## config.mk

```make
export PLATFORM = sky130hd
export DESIGN_NAME = tsl_slave
export DESIGN_NICKNAME = d
export VERILOG_FILES = /design/src/rtl/tsl_slave.v
export VERILOG_INCLUDE_DIRS = /design/src /design/src/rtl
export SDC_FILE = /design/constraint.sdc
export NUM_CORES = 1
export LEC_CHECK = 0
export ABC_CLOCK_PERIOD_IN_PS = 2000
export BUFFER_PORTS_ARGS = -buffer_cell sky130_fd_sc_hd__buf_2
export CORE_MARGIN = 4
export CORE_UTILIZATION = 53
export CTS_CLUSTER_DIAMETER = 120
export DETAILED_ROUTE_END_ITERATION = 10
export GPL_ROUTABILITY_DRIVEN = 0
export PLACE_DENSITY = 0.86
export REMOVE_ABC_BUFFERS = 1
export SETUP_SLACK_MARGIN = 0.02
export SLEW_MARGIN = 15
export SYNTH_ARGS = -nofsm -noshare
export SYNTH_HDL_FRONTEND = slang
export SYNTH_SLANG_ARGS = --single-unit
```

## constraint.sdc

```tcl
create_clock -name core_clk -period 2 [get_ports core_clk]
set_input_delay 0.4 -clock core_clk [delete_from_list [all_inputs] [get_ports core_clk]]
set_output_delay 0.4 -clock core_clk [all_outputs]
set_load 0.02 [all_outputs]
```

## src/rtl/tsl_map.vh

```
// Register offsets, field positions and reset values of the two-wire slave core.
`ifndef TSL_MAP_VH
`define TSL_MAP_VH
`define TSL_ADDR_W          3
`define TSL_OFF_RCV         3'h0
`define TSL_OFF_TRN         3'h1
`define TSL_OFF_BRG         3'h2
`define TSL_OFF_CON         3'h3
`define TSL_OFF_STAT        3'h4
`define TSL_OFF_ADD         3'h5
`define TSL_CON_EN          15
`define TSL_CON_CLK_REL     12
`define TSL_CON_TEN_SEL     10
`define TSL_STAT_TBF        0
`define TSL_STAT_RX_FULL    1
`define TSL_STAT_RW         2
`define TSL_STAT_TEN_MATCH  3
`define TSL_STAT_SIF        4
`define TSL_STAT_OV         6
`define TSL_STAT_RO_MASK    16'h003f
`define TSL_CON_RST         16'h1000
`define TSL_STAT_RST        16'h0000
`define TSL_ADD_RST         10'h000
`define TSL_BRG_RST         9'h000
`define TSL_TEN_PATTERN     5'h1e
`endif

```

## src/rtl/tsl_slave.v

```verilog
// Two-wire bus slave core: registers, address recognition, transmit and receive.
// Behaviour
// - Idle until start, then shift address byte
// - Sample serial bits on rising clock edge
// - Seven-bit: address 6:0 versus shift 7:1
// - Ten-bit mode select at control bit 10
// - Match acks, flags interrupt, buffer untouched
// - Read direction: transmit, ack, hold clock low
// - Release clock, shift eight bits on falls
// - Transmit interrupt at ninth fall regardless of ack
// - Write direction: receive, buffer if free, ack
// - Buffer full: no ack, keep buffer, interrupt
// - Overflow only: load buffer, answer no ack
// - Received byte moves to buffer; single transmit
// - Ten-bit first byte: 11110 and bits 9:8
// - First byte match write pulses, clears flag
// - Second byte matches 7:0, sets match flag
// - After repeated start only first byte matters
// - Control full access; status low six read-only
// - Slave address register is ten bits
// - Baud reload register holds nine bits
//
// Implementation choices: the plain strobed port and the placing of the registers.
`timescale 1ns/1ps
`include "tsl_map.vh"
module tsl_slave (
  input  wire                   core_clk,
  input  wire                   reset_n,
  input  wire [`TSL_ADDR_W-1:0] reg_addr,
  input  wire [15:0]            reg_wdata,
  input  wire                   reg_wr,
  input  wire                   reg_rd,
  output reg  [15:0]            reg_rdata,
  input  wire                   scl_in,
  output reg                    scl_out,
  output reg                    scl_oe,
  input  wire                   sda_in,
  output reg                    sda_out,
  output reg                    sda_oe,
  output reg                    slave_irq_pulse,
  output reg  [8:0]             baud_reload_out
);
  localparam ST_IDLE = 3'h0;
  localparam ST_ADDR = 3'h1;
  localparam ST_ADR2 = 3'h2;
  localparam ST_RX   = 3'h3;
  localparam ST_TX   = 3'h4;
  localparam ST_ACK  = 3'h5;
  localparam ST_TACK = 3'h6;

  reg  [1:0]  scl_sync_ff;
  reg  [1:0]  sda_sync_ff;
  reg         scl_d_ff;
  reg         sda_d_ff;
  reg  [15:0] link_control_ff;
  reg  [15:0] link_status_ff;
  reg  [9:0]  own_slave_address_ff;
  reg  [7:0]  receive_buffer_ff;
  reg  [7:0]  transmit_holding_ff;
  reg  [7:0]  shift_register_ff;
  reg  [2:0]  state_ff;
  reg  [3:0]  bit_cnt_ff;
  reg         ack_drive_ff;
  reg         after_ack_ff;
  reg         prior_match_ff;
  reg  [2:0]  ack_next_ff;

  wire scl_s = scl_sync_ff[1];
  wire sda_s = sda_sync_ff[1];
  wire scl_rise = scl_s & ~scl_d_ff;
  wire scl_fall = ~scl_s & scl_d_ff;
  wire start_det = scl_s & scl_d_ff & sda_d_ff & ~sda_s;
  wire stop_det = scl_s & scl_d_ff & ~sda_d_ff & sda_s;
  wire enabled = link_control_ff[`TSL_CON_EN];
  wire ten_bit = link_control_ff[`TSL_CON_TEN_SEL];
  wire rx_full = link_status_ff[`TSL_STAT_RX_FULL];
  wire ovf = link_status_ff[`TSL_STAT_OV];
  wire [7:0] next_shift = {shift_register_ff[6:0], sda_s};

  // Address byte decode, used for seven-bit, ten-bit first and second bytes.
  function [1:0] addr_match;
    input [7:0] sh;
    input [9:0] own;
    input       ten;
    input       second;
    begin
      if (second) begin
        addr_match = {1'b0, sh == own[7:0]};
      end else if (ten) begin
        addr_match = {1'b1, sh[7:3] == `TSL_TEN_PATTERN && sh[2:1] == own[9:8]};
      end else begin
        addr_match = {1'b0, sh[7:1] == own[6:0]};
      end
    end
  endfunction

  wire [1:0] am = addr_match(next_shift, own_slave_address_ff, ten_bit, state_ff == ST_ADR2);
  wire sw_trn = reg_wr && reg_addr == `TSL_OFF_TRN;
  wire sw_rcv = reg_rd && reg_addr == `TSL_OFF_RCV;

  always @(posedge core_clk or negedge reset_n) begin
    if (!reset_n) begin
      scl_sync_ff <= 2'h3;
      sda_sync_ff <= 2'h3;
      scl_d_ff    <= 1'b1;
      sda_d_ff    <= 1'b1;
    end else begin
      scl_sync_ff <= {scl_sync_ff[0], scl_in};
      sda_sync_ff <= {sda_sync_ff[0], sda_in};
      scl_d_ff    <= scl_s;
      sda_d_ff    <= sda_s;
    end
  end

  // ack_next_ff codes what follows the ninth bit: 0 idle, 1 rx, 2 tx, 3 second byte.
  always @(posedge core_clk or negedge reset_n) begin
    if (!reset_n) begin
      link_control_ff      <= `TSL_CON_RST;
      link_status_ff       <= `TSL_STAT_RST;
      own_slave_address_ff <= `TSL_ADD_RST;
      receive_buffer_ff    <= 8'h00;
      transmit_holding_ff  <= 8'h00;
      baud_reload_out      <= `TSL_BRG_RST;
      shift_register_ff    <= 8'h00;
      state_ff             <= ST_IDLE;
      bit_cnt_ff           <= 4'h0;
      ack_drive_ff         <= 1'b0;
      after_ack_ff         <= 1'b0;
      prior_match_ff       <= 1'b0;
      ack_next_ff          <= 3'h0;
      slave_irq_pulse      <= 1'b0;
      reg_rdata            <= 16'h0000;
      scl_out              <= 1'b0;
      scl_oe               <= 1'b0;
      sda_out              <= 1'b0;
      sda_oe               <= 1'b0;
    end else begin
      slave_irq_pulse <= 1'b0;
      reg_rdata       <= 16'h0000;
      if (reg_rd) begin
        case (reg_addr)
          `TSL_OFF_RCV:  reg_rdata <= {8'h00, receive_buffer_ff};
          `TSL_OFF_TRN:  reg_rdata <= {8'h00, transmit_holding_ff};
          `TSL_OFF_BRG:  reg_rdata <= {7'h00, baud_reload_out};
          `TSL_OFF_CON:  reg_rdata <= link_control_ff;
          `TSL_OFF_STAT: reg_rdata <= link_status_ff;
          `TSL_OFF_ADD:  reg_rdata <= {6'h00, own_slave_address_ff};
          default:       reg_rdata <= 16'h0000;
        endcase
      end
      if (reg_wr) begin
        case (reg_addr)
          `TSL_OFF_TRN: begin
            transmit_holding_ff <= reg_wdata[7:0];
            link_status_ff[`TSL_STAT_TBF] <= 1'b1;
          end
          `TSL_OFF_BRG:  baud_reload_out <= reg_wdata[8:0];
          `TSL_OFF_CON:  link_control_ff <= reg_wdata;
          `TSL_OFF_STAT: link_status_ff <= (link_status_ff & `TSL_STAT_RO_MASK) |
                                           (reg_wdata & ~`TSL_STAT_RO_MASK);
          `TSL_OFF_ADD:  own_slave_address_ff <= reg_wdata[9:0];
          default: ;
        endcase
      end
      // Reading the buffer empties it; a hardware load later in this block wins.
      if (sw_rcv) begin
        link_status_ff[`TSL_STAT_RX_FULL] <= 1'b0;
      end
      if (!enabled || stop_det) begin
        state_ff     <= ST_IDLE;
        ack_drive_ff <= 1'b0;
        after_ack_ff <= 1'b0;
        if (!enabled) begin
          prior_match_ff <= 1'b0;
        end
      end else if (start_det) begin
        state_ff     <= ST_ADDR;
        bit_cnt_ff   <= 4'h0;
        ack_drive_ff <= 1'b0;
        after_ack_ff <= 1'b0;
      end else begin
        case (state_ff)
          ST_IDLE: ;
          ST_ADDR, ST_ADR2, ST_RX: begin
            if (scl_rise) begin
              shift_register_ff <= next_shift;
              bit_cnt_ff <= bit_cnt_ff + 4'h1;
              if (bit_cnt_ff == 4'h7) begin
                state_ff <= ST_ACK;
                if (state_ff == ST_RX) begin
                  ack_next_ff <= 3'h1;
                  ack_drive_ff <= !rx_full && !ovf;
                  if (!rx_full) begin
                    receive_buffer_ff <= next_shift;
                    link_status_ff[`TSL_STAT_RX_FULL] <= 1'b1;
                  end else begin
                    link_status_ff[`TSL_STAT_OV] <= 1'b1;
                  end
                end else if (am[0] && am[1] && prior_match_ff && next_shift[0]) begin
                  ack_drive_ff <= 1'b1;
                  ack_next_ff <= 3'h2;
                  link_status_ff[`TSL_STAT_RW] <= 1'b1;
                end else if (am[0] && am[1] && !next_shift[0]) begin
                  ack_drive_ff <= 1'b1;
                  ack_next_ff <= 3'h3;
                  link_status_ff[`TSL_STAT_TEN_MATCH] <= 1'b0;
                  link_status_ff[`TSL_STAT_RW] <= 1'b0;
                end else if (am[0] && !am[1]) begin
                  ack_drive_ff <= 1'b1;
                  if (state_ff == ST_ADR2) begin
                    ack_next_ff <= 3'h1;
                    prior_match_ff <= 1'b1;
                    link_status_ff[`TSL_STAT_TEN_MATCH] <= 1'b1;
                  end else begin
                    ack_next_ff <= next_shift[0] ? 3'h2 : 3'h1;
                    link_status_ff[`TSL_STAT_RW] <= next_shift[0];
                  end
                end else begin
                  ack_drive_ff <= 1'b0;
                  ack_next_ff <= 3'h0;
                  prior_match_ff <= 1'b0;
                  link_status_ff[`TSL_STAT_TEN_MATCH] <= 1'b0;
                end
              end
            end
          end
          ST_ACK: begin
            if (scl_fall && !after_ack_ff) begin
              after_ack_ff <= 1'b1;
            end else if (scl_fall) begin
              after_ack_ff <= 1'b0;
              ack_drive_ff <= 1'b0;
              bit_cnt_ff   <= 4'h0;
              if (ack_next_ff != 3'h0) begin
                slave_irq_pulse <= 1'b1;
                link_status_ff[`TSL_STAT_SIF] <= 1'b1;
              end
              case (ack_next_ff)
                3'h1: state_ff <= ST_RX;
                3'h2: begin
                  state_ff <= ST_TX;
                  link_control_ff[`TSL_CON_CLK_REL] <= 1'b0;
                end
                3'h3: state_ff <= ST_ADR2;
                default: state_ff <= ST_IDLE;
              endcase
            end
          end
          ST_TX: begin
            if (scl_fall) begin
              bit_cnt_ff <= bit_cnt_ff + 4'h1;
              if (bit_cnt_ff == 4'h7) begin
                state_ff <= ST_TACK;
                link_status_ff[`TSL_STAT_TBF] <= 1'b0;
              end
            end
          end
          ST_TACK: begin
            if (scl_rise) begin
              ack_next_ff <= sda_s ? 3'h0 : 3'h2;
            end else if (scl_fall) begin
              slave_irq_pulse <= 1'b1;
              link_status_ff[`TSL_STAT_SIF] <= 1'b1;
              bit_cnt_ff <= 4'h0;
              if (ack_next_ff == 3'h2) begin
                state_ff <= ST_TX;
                link_control_ff[`TSL_CON_CLK_REL] <= 1'b0;
              end else begin
                state_ff <= ST_IDLE;
              end
            end
          end
          default: state_ff <= ST_IDLE;
        endcase
      end
      // The clock is held only once it is sampled low, so a hold never shortens a high phase.
      scl_out <= 1'b0;
      scl_oe  <= enabled && state_ff == ST_TX && bit_cnt_ff == 4'h0 &&
                 !link_control_ff[`TSL_CON_CLK_REL] && !scl_s;
      sda_out <= 1'b0;
      if (state_ff == ST_ACK) begin
        sda_oe <= ack_drive_ff && after_ack_ff;
      end else if (state_ff == ST_TX && link_control_ff[`TSL_CON_CLK_REL]) begin
        sda_oe <= !scl_s ? !transmit_holding_ff[3'h7 - bit_cnt_ff[2:0]] : sda_oe;
      end else begin
        sda_oe <= 1'b0;
      end
    end
  end
  // Both bus lines are only ever pulled low; the pull-ups supply the high level.
endmodule // tsl_slave

```

==> out/qor.yml, run 1 <==
synthCells: 459
syn2layout_area_growth_pct: 16.6
synth.top_cell.area_share_pct: 46.9
cp_num_buf_inv: 1
finClkSkew_ns: 0.00571
drive_above_1_share_pct: 40.2
fmax_mhz: 513
swShare_pct: 33.1
min_period_ns: 1.95
worst_pin_slew_ns: 0.618
layout.nets: 567
status: "finished with violations"
synthDistinctLibCells: 67
rr_worst_depth: 6
cp-end-kind: "flop"
r2r-start: "scl_sync_ff[1]"
violations: "negative hold slack"
syn-cell-area_um2: 5500
path_clk_slew_ns: 0.10
hpwl_um: 9950
grt_pass1_wl_um: 21400
cp.depth: 6
antenna_left: 0
fill_cells: 706
cts_hold_buf: 0
startpoint_type: "flop"
synth_edf_count: 0
core-area_um2: 9950
firstDrtPassIters: 5
cap_violations: 0
worstPathRequired_ns: 2.26
via_count: 4062
grt_usage_pct: 23.3
whs_ns: -0.00435
share_comb_of_total_power_pct: 27.5
p_sw_mw: 1.95
die_x_um: 110
grt_max_degree: 41
routed_wl_um: 13400
leakage_nw: 2.88
yosysTopAreaCell: "dfrtp_1"
cts_tree: "yes"
min_period_over_period_pct: 97.4
root_buffer: "clkbuf_8"
path_cells: "buf_4 -> nand3b_1 -> nor3_4 -> and3_1 -> a21oi_1 -> a311o_1"
cts.path.max_buffers: 2
via_per_inst: 5.99
power.density_nw_per_um2: 921
finalSetupViolations: 0
p_seq_share_pct: 49.1
dpl_worst_slack_ns: 0.0627
avgRoutedWirePerCell_um: 19.8
relSlewSlack_pct: 58.6
clkSinkCount: 110
port_buffers: 52
hold_viol_final: 3
rsz0062_at_grt: "true"
cp_top_family: "simple AND/OR/NAND/NOR gates"
synth_area_leaders: "dfrtp_1 (47%), mux2_2 (14%), dfstp_2 (3.3%), mux2i_1 (2.5%), xnor2_1 (2.5%)"
max_stage_delay_ns: 0.62
dieArea_um2: 12100
n_antenna_cell: 0
crit_path_start: "scl_sync_ff[1]"
ys_async_sr_fraction_pct: 100
synth-seq-cells: 110
grt_pass1_vias: 4107
cts_buffers: 9
num_rows: 36
cp_slowest_cell: "dfstp_2"
drc: 0
yosys.cell_count.top_type: "dfrtp_1"
seq_area_frac_synth_pct: 50.2
final_max_slew_viol_count: 0
io_pins: 55
final_cell_count_no_fill: 678
path_max_fanout: 7
h-tree-depth: 3
drt_iter0_markers: 327
p_int_mw: 3.94
gr-total-overflow: 0
clock_latency_ns: 0.37
synthFlopType: "dfrtp_1"
hold_path.class: "input pin to async pin"
setup_slack_ns: 0.0521
clkPwrFrac_pct: 23.4
die_height_um: 110
netlist_top_cells_count: "dfrtp_1 (103), mux2_2 (70), nor2_1 (26)"
antenna_found_initial: 0
worst-setup-path-type: "flop to flop"
initial_utilization_pct: 55.2
syn-mean-instance-area_um2: 12.0
crit_arrival_ns: 2.21
setup_tns_ns: 0
place_inst: 659
ir_drop_mv: 0.580
yosysWarnings: 0
## placed cells by master (no fill, tap or decap), types with 3 or more instances in the layout
master    count
dfrtp_1      98
mux2_2       70
buf_2        51
buf_4        38
nor2_1       25
nand2_1      18
xnor2_1      16
nor2b_1      15
mux2i_1      14
inv_1        13
a21oi_1      12
a22oi_1      11
o21ai_0      11
and2_1       10
nand3_1       9
clkbuf_8      9
and3_1        7
dfstp_2       7
a31oi_1       5
nand2b_1      5
nand4_1       5
dfrtp_2       5
nand3b_1      4
mux4_2        4
o221ai_1      4
a211oi_1      4
o22ai_1       3
a21o_1        3
o21ai_1       3
buf_12        3
## layer usage
metal  track usage (%)  wire length [µm]  vias to the layer above  share of wire, %
met4              9.26               471                        0               3.5
met2              38.0              6750                      176                50
li1                  -                 -                     1823                 -
met1              30.3              5420                     2019                40
met3              4.99               796                       44               5.9
met5                 0                 0                        -                 0
## what timing repair did
| item | in CTS | in global routing |
|---|---|---|
| buffers inserted | 0 | 3 |
| gates resized for setup | 0 | 16 |
| setup endpoints to repair | 0 | 17 |
## final timing paths
check	endpoint	slack (ns)
worst min register to register	sda_sync_ff[1]	0.36
max in group asynchronous	shift_register_ff[4]	1.38
worst max register to register	link_status_ff[2]	0.05
worst min-delay path	link_control_ff[13]	-0.004
worst max-delay path	link_status_ff[2]	0.05
min in group core_clk	scl_sync_ff[0]	0.11
## cells by family after synthesis
kind of cell,synth area share [%]
AND/OR/NAND/NOR,13.2
flip-flops,50.2
multiplexers,18.9
AO/OA/AOI/OAI,11.1
buffers and inverters,3.10
XOR/XNOR,2.87
adder cells (fa/ha/maj),0.455
other,0.0682
## area by class of cell
type	instances	area, µm²	share of cell area (%)
clock buffer	9	124	1.93
timing repair buffer	92	601	9.37
multi-input combinational	314	2620	40.9
sequential	110	2770	43.2
inverter	13	48.8	0.762
tap	133	166	2.60
clock inverter	7	80.1	1.25
## state kept, by name (all words and copies together), names as in the netlist, 2 cells and up
register and cells:
ack_next_ff 2, baud_reload_out 9, bit_cnt_ff 4, link_control_ff 16, link_status_ff 15, own_slave_address_ff 10
receive_buffer_ff 8, reg_rdata 16, scl_sync_ff 2, sda_sync_ff 2, shift_register_ff 7, state_ff 3
transmit_holding_ff 8
## worst register-to-register path, cell delays in order, from the launching register on
cell and delay, ns:
dfstp_2 0.62, buf_4 0.18, nand3b_1 0.20, nor3_4 0.23, and3_1 0.25, a21oi_1 0.08, a311o_1 0.27
## stage by stage
stage          utilization (%)  cell area [µm²]  total power [mW]
6_report                  64.4             6410              5.90
5_1_grt                   64.4             6410              6.19
4_1_cts                   63.6             6330              5.86
3_5_place_dp              61.5             6120              4.49
3_3_place_gp              61.5             6120              4.39
2_1_floorplan                -             5380              3.83
## power groups by stage
stage               combinational, mW  clock, mW  sequential, mW
global route                     1.76       1.49            2.94
global placement                 1.50          0            2.89
finish                           1.62       1.38            2.90
CTS                              1.57       1.40            2.88
detailed placement               1.56          0            2.92
floorplan                       0.876          0            2.95
(Power assumes the default switching activity.)
==> run 2: changes to the inputs <==
--- a/config.mk
+++ b/config.mk
@@ -14,5 +14,5 @@
 export DETAILED_ROUTE_END_ITERATION = 10
 export GPL_ROUTABILITY_DRIVEN = 0
-export PLACE_DENSITY = 0.86
+export PLACE_DENSITY = 0.88
 export REMOVE_ABC_BUFFERS = 1
 export SETUP_SLACK_MARGIN = 0.02
==> constraint.sdc (replaced) <==
create_clock -name core_clk -period 2 [get_ports core_clk]
set_input_delay 0.1 -clock core_clk [delete_from_list [all_inputs] [get_ports core_clk]]
set_output_delay 0.1 -clock core_clk [all_outputs]
set_load 0.02 [all_outputs]
==> out/qor.yml, run 2 (synthesized netlist as in run 1, its figures left out) <==
status: "finished with violations"
violations: "negative setup slack"
antenna_found_initial: 0
fmax_mhz: 488
cts.path.max_buffers: 2
root_buffer: "clkbuf_8"
layout_commonest_cell: "dfrtp_1"
clkPwrFrac_pct: 23.0
die_x_um: 110
hold_path.class: "input pin to flop"
setup_tns_ns: -0.0865
via_per_inst: 6.24
hold_viol_final: 0
rsz0062_at_grt: "true"
layout.area.seq_um2: 2770
hold_end: "link_status_ff[6]"
worst-setup-path-type: "flop to flop"
final_cell_mix: "dfrtp_1 (99), mux2_2 (70), buf_2 (51)"
dpl_cell_area_um2: 6060
h-tree-depth: 3
avgRoutedWirePerCell_um: 20.7
grt_pass1_wl_um: 22800
num_rows: 36
p_seq_share_pct: 48.8
worst_pin_slew_ns: 0.720
crit_arrival_ns: 2.33
finish.utilization_pct: 65.8
whs_ns: 0.0439
rrSetupSlack_ns: -0.05
multi_input_area_um2: 2630
layout.nets: 584
final_max_slew_viol_count: 0
grt_max_degree: 50
design_area_um2: 6560
io_pins: 55
clkSinkCount: 110
routed_wl_um: 14400
gr-total-overflow: 0
startpoint_type: "flop"
relSlewSlack_pct: 51.8
timing.rr.end: "state_ff[0]"
power.density_nw_per_um2: 914
n_antenna_cell: 0
wl_met2_um: 7320
via_count: 4336
dpl_worst_slack_ns: 0.0266
syn2layout_area_growth_pct: 19.3
reg.largest.list: "link_control_ff x16, reg_rdata x16, link_status_ff x15"
leakage_nw: 2.94
initial_utilization_pct: 55.2
hpwl_um: 9790
p_int_mw: 3.96
worstPathRequired_ns: 2.28
dieArea_um2: 12100
antenna_left: 0
path_max_fanout: 4
drc: 0
grt_pass1_vias: 4401
fill_cells: 667
final_cell_count_no_fill: 695
highest_layer: "met4"
min_period_ns: 2.05
clock_latency_ns: 0.39
p_sw_mw: 2.03
drt_iter0_markers: 488
cap_violations: 0
cp-end-kind: "flop"
cts_buffers: 9
drive_above_1_share_pct: 38.3
holdPathStages: 3
die_height_um: 110
place_inst: 654
wl_met3_um: 1220
core-area_um2: 9950
hp-start: "reg_wdata[6]"
firstDrtPassIters: 5
path_clk_slew_ns: 0.11
min_period_over_period_pct: 102
power_mw: 5.99
cts_tree: "yes"
grt_usage_pct: 24.5
r2r-start: "bit_cnt_ff[0]"
finClkSkew_ns: 0.0102
finalSetupViolations: 2
wl_met1_um: 5440
share_comb_of_total_power_pct: 28.2
port_buffers: 52
setup_slack_ns: -0.0477
rr_worst_depth: 6
swShare_pct: 33.9
ir_drop_mv: 0.745
-- run 2: changes by cell type in the layout (fill, tap and decap cells not counted), sizes merged --
cell,delta
clkinvlp,+1
inv,-2
clkbuf,+1
dlygate4sd3,+18
buf,-1
-- run 2: critical path, cell delays in order (launching register included) --
cell	delay (ns)
dfrtp_1	0.45
ha_4	0.18
nand3b_1	0.18
o21bai_1	0.28
a211oi_2	0.12
a311oi_2	0.37
mux2_1	0.36
-- run 2: worst max path at each step --
stage,from,to,slack (ns)
after floorplan,state_ff[0],bit_cnt_ff[3],0.09
after global placement,scl_sync_ff[1],bit_cnt_ff[3],0.1
after detailed placement,bit_cnt_ff[0],ack_drive_ff,0.03
after CTS,scl_sync_ff[1],bit_cnt_ff[2],0.03
after global routing,bit_cnt_ff[0],state_ff[0],-0.13
final,bit_cnt_ff[0],state_ff[0],-0.05
-- run 2: power groups by stage --
stage	combinational [mW]	clock, mW	sequential, mW
2_1_floorplan	0.876	0	2.95
3_3_place_gp	1.46	0	2.90
3_5_place_dp	1.53	0	2.93
4_1_cts	1.59	1.39	2.89
5_1_grt	1.83	1.47	2.97
6_report	1.69	1.38	2.93
-- run 2: what timing repair did --
action                     in CTS  in global routing
gates resized for setup         2                 12
pin swaps                       1                  6
hold buffers                   18                  0
setup endpoints to repair       5                 16
buffers inserted                0                  7
hold endpoints to repair      144                  0
-- run 2: cell type report --
type,instances,area share [%]
Tap cell,133,2.54
Clock buffer,10,1.95
Sequential cell,110,42.2
Multi-Input combinational cell,314,40.1
Inverter,13,0.744
Clock inverter,6,1.07
Timing Repair Buffer,109,11.4
-- run 2: routing by layer --
layer / GRT usage, % / vias up
met5: 0 / -
met4: 7.39 / 0
met3: 6.52 / 56
met2: 40.9 / 257
met1: 31.4 / 2158
li1: - / 1865
